===== config.mk =====
export PLATFORM = sky130hd
export DESIGN_NAME = ubc_dev_flat
export DESIGN_NICKNAME = d
export VERILOG_FILES = /design/src/ubc_pkg.sv /design/src/ubc_if.sv /design/src/ubc_dev.sv /design/src/flat_wrapper.sv
export SDC_FILE = /design/constraint.sdc
export NUM_CORES = 1
export LEC_CHECK = 0
export BUFFER_PORTS_ARGS = -buffer_cell sky130_fd_sc_hd__buf_2
export CORE_MARGIN = 5
export CORE_UTILIZATION = 33
export CTS_CLUSTER_SIZE = 40
export DETAILED_ROUTE_END_ITERATION = 16
export PLACE_DENSITY = 0.47
export SLEW_MARGIN = 10
export SYNTH_ARGS = -nofsm -noshare
export SYNTH_HDL_FRONTEND = slang
export SYNTH_SLANG_ARGS = --single-unit

===== constraint.sdc =====
create_clock -name clk -period 3.8 [get_ports clk]
set_clock_uncertainty 0.15 [all_clocks]
set_input_delay 0.19 -clock clk [delete_from_list [all_inputs] [get_ports clk]]
set_output_delay 0.19 -clock clk [all_outputs]
set_load 0.01 [all_outputs]

===== src/ubc_pkg.sv =====
// ubc_pkg: shared constants for the endpoint byte-count / fifo-reset bank
// assumes: one core clock, 8-bit special-function register space
package ubc_pkg;
  localparam int        EP_NUM       = 7;
  localparam int        EP_IDX_W     = 3;
  localparam int        CNT_W        = 11;
  localparam logic [7:0] ADDR_EP_SEL   = 8'hc7;
  localparam logic [7:0] ADDR_CNT_LOW  = 8'he2;
  localparam logic [7:0] ADDR_CNT_HIGH = 8'he3;
  localparam logic [7:0] ADDR_FIFO_RST = 8'hd5;
  localparam logic [7:0] FIFO_RST_RESET = 8'h00;
  localparam logic [2:0] EP_SEL_RESET   = 3'h0;
  localparam int        HIGH_LSB     = 8;
  // controller-side command/status registers
  localparam logic [1:0] CTL_ADDR_CMD  = 2'h0;
  localparam logic [1:0] CTL_ADDR_STAT = 2'h1;
  localparam logic [1:0] CTL_ADDR_DATA = 2'h2;
  typedef enum logic [1:0] {
    UBC_IDLE = 2'b00,
    UBC_REQ  = 2'b01,
    UBC_WAIT = 2'b11,
    UBC_CAPT = 2'b10
  } ubc_state_e;
endpackage : ubc_pkg


===== src/ubc_if.sv =====
// ubc_if: special-function register link between core and usb endpoint bank
// assumes: single clock, read data valid the cycle after sfr_rd
`timescale 1ns/1ps
interface ubc_if;
  logic       sfr_wr;
  logic       sfr_rd;
  logic [7:0] sfr_addr;
  logic [7:0] sfr_wdata;
  logic [7:0] sfr_rdata;
  modport dev (input sfr_wr, input sfr_rd, input sfr_addr, input sfr_wdata, output sfr_rdata);
  modport core (output sfr_wr, output sfr_rd, output sfr_addr, output sfr_wdata, input sfr_rdata);
endinterface : ubc_if


===== src/ubc_dev.sv =====
// ubc_dev: endpoint select, received byte count (low/high) and per-endpoint fifo reset
// assumes: packet store engine pulses pkt_store with the endpoint and count of each packet
`timescale 1ns/1ps
module ubc_dev
  import ubc_pkg::*;
(
  input  wire logic                 clk,
  input  wire logic                 rst_n,
  ubc_if.dev                        sfr,
  input  wire logic                 pkt_store,
  input  wire logic [EP_IDX_W-1:0]  pkt_ep,
  input  wire logic [CNT_W-1:0]     pkt_count,
  output logic      [EP_NUM-1:0]    ep_fifo_reset,
  output logic      [EP_IDX_W-1:0]  selected_endpoint_index
);
  logic [CNT_W-1:0]  count_q [EP_NUM];
  logic [7:0]        fifo_rst_q;
  logic [7:0]        rdata_q;
  logic [CNT_W-1:0]  sel_count;

  function automatic logic is_wr(input logic [7:0] a, input logic [7:0] t, input logic wr);
    return wr && (a == t);
  endfunction : is_wr

  always_ff @(posedge clk or negedge rst_n) begin
    if (!rst_n) begin
      selected_endpoint_index <= EP_SEL_RESET;
    end else if (is_wr(sfr.sfr_addr, ADDR_EP_SEL, sfr.sfr_wr)) begin
      selected_endpoint_index <= sfr.sfr_wdata[EP_IDX_W-1:0];
    end
  end

  always_ff @(posedge clk or negedge rst_n) begin
    if (!rst_n) begin
      fifo_rst_q <= FIFO_RST_RESET;
    end else if (is_wr(sfr.sfr_addr, ADDR_FIFO_RST, sfr.sfr_wr)) begin
      fifo_rst_q <= {1'b0, sfr.sfr_wdata[EP_NUM-1:0]};
    end
  end

  // reset held while bit is one
  always_ff @(posedge clk or negedge rst_n) begin
    if (!rst_n) begin
      ep_fifo_reset <= '0;
    end else begin
      ep_fifo_reset <= fifo_rst_q[EP_NUM-1:0];
    end
  end

  // captured on packet store; fifo reset clears it, but a store to the same endpoint in that cycle wins
  always_ff @(posedge clk or negedge rst_n) begin
    if (!rst_n) begin
      for (int i = 0; i < EP_NUM; i++) count_q[i] <= '0;
    end else begin
      for (int i = 0; i < EP_NUM; i++) begin
        if (pkt_store && pkt_ep == EP_IDX_W'(i)) begin
          count_q[i] <= pkt_count;
        end else if (fifo_rst_q[i]) begin
          count_q[i] <= '0;
        end
      end
    end
  end

  always_comb begin
    sel_count = '0;
    if (selected_endpoint_index < EP_IDX_W'(EP_NUM)) begin
      sel_count = count_q[selected_endpoint_index];
    end
  end

  // read data one cycle after strobe; writes to count registers ignored
  always_ff @(posedge clk or negedge rst_n) begin
    if (!rst_n) begin
      rdata_q <= 8'h00;
    end else if (sfr.sfr_rd) begin
      unique case (sfr.sfr_addr)
        ADDR_EP_SEL:   rdata_q <= {5'h00, selected_endpoint_index};
        ADDR_CNT_LOW:  rdata_q <= sel_count[7:0];
        ADDR_CNT_HIGH: rdata_q <= {5'h00, sel_count[CNT_W-1:HIGH_LSB]};
        ADDR_FIFO_RST: rdata_q <= fifo_rst_q;
        default:       rdata_q <= 8'h00;
      endcase
    end else begin
      rdata_q <= 8'h00;
    end
  end

  assign sfr.sfr_rdata = rdata_q;
endmodule : ubc_dev


===== src/flat_wrapper.sv =====
// flat-port wrapper written by rule: the top's interface ports become plain ports
module ubc_dev_flat import ubc_pkg::*;
  (clk, rst_n, pkt_store, pkt_ep, pkt_count, ep_fifo_reset, selected_endpoint_index, sfr_sfr_wr, sfr_sfr_rd, sfr_sfr_addr, sfr_sfr_wdata, sfr_sfr_rdata);
  ubc_if sfr_i ();
  input  wire logic clk;
  input  wire logic rst_n;
  input  wire logic pkt_store;
  input  wire logic [EP_IDX_W-1:0] pkt_ep;
  input  wire logic [CNT_W-1:0] pkt_count;
  output logic      [EP_NUM-1:0] ep_fifo_reset;
  output logic      [EP_IDX_W-1:0] selected_endpoint_index;
  input wire logic [$bits(sfr_i.sfr_wr)-1:0] sfr_sfr_wr;
  input wire logic [$bits(sfr_i.sfr_rd)-1:0] sfr_sfr_rd;
  input wire logic [$bits(sfr_i.sfr_addr)-1:0] sfr_sfr_addr;
  input wire logic [$bits(sfr_i.sfr_wdata)-1:0] sfr_sfr_wdata;
  output wire logic [$bits(sfr_i.sfr_rdata)-1:0] sfr_sfr_rdata;
  assign sfr_i.sfr_wr = sfr_sfr_wr;
  assign sfr_i.sfr_rd = sfr_sfr_rd;
  assign sfr_i.sfr_addr = sfr_sfr_addr;
  assign sfr_i.sfr_wdata = sfr_sfr_wdata;
  assign sfr_sfr_rdata = sfr_i.sfr_rdata;
  ubc_dev u_core (.clk(clk), .rst_n(rst_n), .sfr(sfr_i), .pkt_store(pkt_store), .pkt_ep(pkt_ep), .pkt_count(pkt_count), .ep_fifo_reset(ep_fifo_reset), .selected_endpoint_index(selected_endpoint_index));
endmodule

# Yosys cells after proc, flatten, opt, wreduce, memory -nomap -nowiden
# Cells that the tools add are included.
# totals
word_cells	61
inputBits	35
output_inout_bits	18
regBits	102
# classes
bitwise	1
eq_ne	10
muxes	20
n_reduce_logical	17
magnitude_cmp	2
# ops
op	count
11-bit 2-to-1 mux	17
11-bit binary-select mux with 3-bit select	1
8-bit equality test (second input constant)	4
8-bit one-hot mux with 4 select lines	1
2-bit nonzero test	7
3-bit equality test (second input constant)	3
1-bit logical AND	9
8-bit 2-to-1 mux	1
3-bit by 2-bit equality test with 1-bit output (second input constant)	2
4-bit >= comparator (second input constant)	1
3-bit inverter with 4-bit output	1
3-bit by 1-bit equality test with 1-bit output (second input constant)	1
3-bit logical NOT	1
3-bit < comparator (second input constant)	1

# Depth between registers and ports, before layout
# depth
word_depth	7
depth_mapped	7
ltp_nobuf	4

# Worst setup path after synthesis
# Ideal clock, no wire load.
# synth_timing
kind	reg2reg
from	register u_core.selected_endpoint_index[0]
to	register u_core.rdata_q[1], in the netlist u_core.sfr.sfr_rdata[1]
slack_ns	2.039
arrival_ns	1.479
period_less_slack_ns	1.761
setup_time_ns	0.131
required_time_ns	3.519
stages_incl_launch_ff	6
path_buffers	1
path_cell_list	dfrtp_1 buf_6 mux4_2 nor2_1 a2111oi_0 or3_1
# synth_via
elab_chain_len	7
elab_cells_between_ends	8
classes_between	order compare: 1; mux: 6; bitwise: 1
# synth_rtl
item	line	source
start: declaration	ubc_dev.sv:14	output logic [EP_IDX_W-1:0] selected_endpoint_index
start signal: assignment	ubc_dev.sv:29	selected_endpoint_index <= sfr.sfr_wdata[EP_IDX_W-1:0];
3-bit inverter with 4-bit output (implied by the code)	ubc_dev.sv:68	sel_count = count_q[selected_endpoint_index];
11-bit binary-select mux with 3-bit select	ubc_dev.sv:68	
11-bit 2-to-1 mux (implied by the code) (2 in series)	ubc_dev.sv:68	
11-bit 2-to-1 mux (*)	ubc_dev.sv:67	if (selected_endpoint_index < EP_IDX_W'(EP_NUM)) begin
8-bit one-hot mux with 4 select lines (*)	ubc_dev.sv:77	unique case (sfr.sfr_addr)
8-bit 2-to-1 mux (*)	ubc_dev.sv:76	end else if (sfr.sfr_rd) begin
end signal: assignment	ubc_dev.sv:78	ADDR_EP_SEL: rdata_q <= {5'h00, selected_endpoint_index};
end signal: assignment	ubc_dev.sv:79	ADDR_CNT_LOW: rdata_q <= sel_count[7:0];
end signal: assignment	ubc_dev.sv:80	ADDR_CNT_HIGH: rdata_q <= {5'h00, sel_count[CNT_W-1:HIGH_LSB]};
end: declaration	ubc_dev.sv:18	logic [7:0] rdata_q;
# Every way passes the cells marked *; elsewhere a longest branch is shown, timed or not. The select of a mux whose other input is x is not followed.
# A chain may end at the register's enable or synchronous reset.

# Worst setup path after layout
# layout_timing
from	register u_core.selected_endpoint_index[1]
to	register u_core.rdata_q[1], in the netlist u_core.sfr.sfr_rdata[1]
# layout_via
elab_chain_len	7
elab_cells_between_ends	8
classes_between	order compare: 1; mux: 6; bitwise: 1
# layout_rtl
item	line
3-bit inverter with 4-bit output (implied by the code)	ubc_dev.sv:68
11-bit binary-select mux with 3-bit select	ubc_dev.sv:68
11-bit 2-to-1 mux (implied by the code) (2 in series)	ubc_dev.sv:68
11-bit 2-to-1 mux	ubc_dev.sv:67
8-bit one-hot mux with 4 select lines (*)	ubc_dev.sv:77
8-bit 2-to-1 mux (*)	ubc_dev.sv:76
# Marked as above.

==> qor.yml <==
setup_path:
  arrival_ns: 2.62
  critPathLaunch: "u_core.selected_endpoint_index[1]"
  crit_type: "flip-flop to flip-flop"
  rrSetupSlack_ns: 1.25
  reg2reg_from: "u_core.selected_endpoint_index[1]"
  cp.required_ns: 3.87
  reg2regPathDepth: 5
  r2r_end: "u_core.sfr.sfr_rdata[1]"
  crit_path_start_kind: "flip-flop"
  cp_max_fo: 17
  cp-end-kind: "flip-flop"
clocking:
  cts_buffers: 9
  htreeDepth: 3
  cts.path.max_buffers: 2
  path_clk_slew_ns: 0.07
  cts_tree: "built"
  clk_latency_ns: 0.35
  clock_sinks: 102
  root_buffer: "clkbuf_16"
  post_cts_resized: 0
synth:
  synth_cell_types: 46
  yosysTopAreaCell: "dfrtp_1"
  netlist_area_um2: 4940
  synth_seq_area_share_pct: 51.7
  yosys_register_bits: 102
  ys_top_cells_by_count: "dfrtp_1, nand2_1, nand2b_1"
  synth_edf_count: 0
  synth_flop_cell: "dfrtp_1"
  syn_inst: 475
  syn_nets: 510
  yosys_warnings: 0
  synth.most_common_cell: "dfrtp_1"
  syn_avg_cell_area_um2: 10.4
  synthTopCellsByArea: "dfrtp_1, nand2b_1, o21ai_0, nand2_1, mux2_2"
  async_flop_share_pct: 100
  netlist.area_leader.share_pct: 51.7
placement:
  pre_cts_slack_ns: 1.22
  port_buffers: 51
  globalplace.congestion: 0.744
  hpwlAfterDp_um: 8760
sta:
  tns_ns: 0
  fmax_ghz: 0.392
  hold_viol_final: 0
  setup_slack_ns: 1.25
  slew_headroom_pct: 38.0
  period_share_pct: 67.2
  setup_viol: 0
  rsz0062_at_grt: "false"
  finalMaxSlewViolations: 0
  hold_ws_ns: 0.0124
  period_needed_ns: 2.55
  tightestPinTransition_ns: 0.930
power_and_ir_drop:
  power_density_nw_per_um2: 474
  vdd_drop_max_uv: 237
  p_leak_nw: 2.48
grt:
  grt_pass1_wl_um: 21200
  grt_usage_pct: 15.4
  antenna_found_initial: 1
  grt_pass1_vias: 3865
  grt_max_degree: 42
  globalRouteOverflowTotal: 0
finish:
  nets: 562
  fillers: 1454
  layout-drive-gt1-share_pct: 20.3
  num_antenna_cells: 0
  area_delta_synth_final_pct: 15.6
  multi_input_area_um2: 2210
  seqCellArea_um2: 2550
  post-route-util_pct: 39.1
die:
  row_count: 44
  die_w_um: 132
  start_util_pct: 33.9
  io_pins: 53
  core_area_um2: 14600
  die_h_um: 132
  dieArea_um2: 17500
routing:
  drt_first_iter_violations: 226
  antenna_left: 0
  routed_wl_um: 13000
  viasPerCell: 4.99
  vias: 3572
  remaining_drc_errors: 0
  avgRoutedWirePerCell_um: 18.1
  dr.pass1.iters: 4
job:
  drv_cap: 0
outcome:
  status: "complete, no violations"
hold_path:
  hp-class: "input port to flip-flop"
  worstHoldEndpoint: "u_core.count_q[74]"
  min-delay-start: "pkt_count[8]"
  holdPathStages: 3
==> timing repair <==
| item | in CTS | in global routing |
|---|---|---|
| endpoints found under the hold margin | 42 | 0 |
| setup buffers | 0 | 0 |
| hold buffers | 11 | 0 |
==> worst max-delay path: stages (launching register included) <==
cell and delay (ns):
dfrtp_1 0.94, buf_4 0.38, mux4_2 0.34, nor2_1 0.15, a2111oi_0 0.09, or3_1 0.36
==> cell type report <==
type | instances | area share, %
clock buffers | 12 | 4.32
clock inverters | 4 | 0.394
repair buffers | 72 | 7.76
multi-input cells | 340 | 38.7
inverters | 2 | 0.131
well taps | 184 | 4.03
flip-flops and latches | 102 | 44.7
==> metrics by stage <==
step	power [mW]	area, µm²	cells
6_report	2.71	5710	716
5_1_grt	2.86	5710	716
4_1_cts	2.74	5710	716
3_5_place_dp	1.86	5330	689
3_3_place_gp	1.84	5330	689
2_1_floorplan	1.69	4940	475
==> how the worst max path moves through the flow <==
| stage | endpoint | slack, ns | cells past startpoint |
|---|---|---|---|
| after floorplan | u_core.sfr.sfr_rdata[1] | 2.04 | 5 |
| after global placement | u_core.sfr.sfr_rdata[0] | 1.24 | 5 |
| after detailed placement | u_core.sfr.sfr_rdata[1] | 1.22 | 5 |
| after CTS | u_core.sfr.sfr_rdata[1] | 1.19 | 5 |
| after global routing | u_core.sfr.sfr_rdata[1] | 1.11 | 5 |
| final | u_core.sfr.sfr_rdata[1] | 1.25 | 5 |
==> per-layer routing <==
metal  global-route usage, %  wire length [µm]
met5                       0                 7
met4                    4.41               161
met3                    3.89               657
met2                    25.1              6210
met1                    20.3              5930
==> layout by cell type, fill, tap and decap left out, drive strengths merged, types with 2 or more instances in the layout <==
| cell | instances |
|---|---|
| mux4 | 10 |
| dfrtp | 102 |
| o211ai | 3 |
| a22oi | 10 |
| nor3 | 4 |
| nand2b | 82 |
| and3 | 2 |
| nand2 | 88 |
| nor2 | 9 |
| mux2i | 8 |
| buf | 61 |
| a22o | 4 |
| clkinv | 3 |
| clkbuf | 12 |
| o21ai | 82 |
| dlygate4sd3 | 11 |
| nand3 | 2 |
| mux2 | 17 |
| a2111oi | 2 |
| nor2b | 2 |
| inv | 2 |
| and4b | 2 |
==> power breakdown <==
| part | total [mW] | switching [mW] | leakage, nW | internal, mW |
|---|---|---|---|---|
| clock | 0.860 | 0.401 | 0.132 | 0.459 |
| sequential | 1.41 | 0.129 | 1.31 | 1.28 |
| combinational | 0.432 | 0.213 | 1.04 | 0.219 |
| total | 2.71 | 0.743 | 2.48 | 1.96 |
==> flip-flops by register name (all words and copies together) (netlist names) <==
| signal | count |
|---|---|
| u_core.sfr.sfr_rdata | 8 |
| u_core.count_q | 77 |
| u_core.fifo_rst_q | 7 |
| u_core.ep_fifo_reset | 7 |
| u_core.selected_endpoint_index | 3 |
==> cells by family after synthesis <==
logic type,count (synthesis),synth area share (%)
and+or+nand+nor,199,21.3
AOI/OAI and AO/OA,106,12.7
DFF,102,51.7
muxes,35,10.4
buffers and inverters,33,3.90
Note: power is estimated with default switching activity, not from simulation.
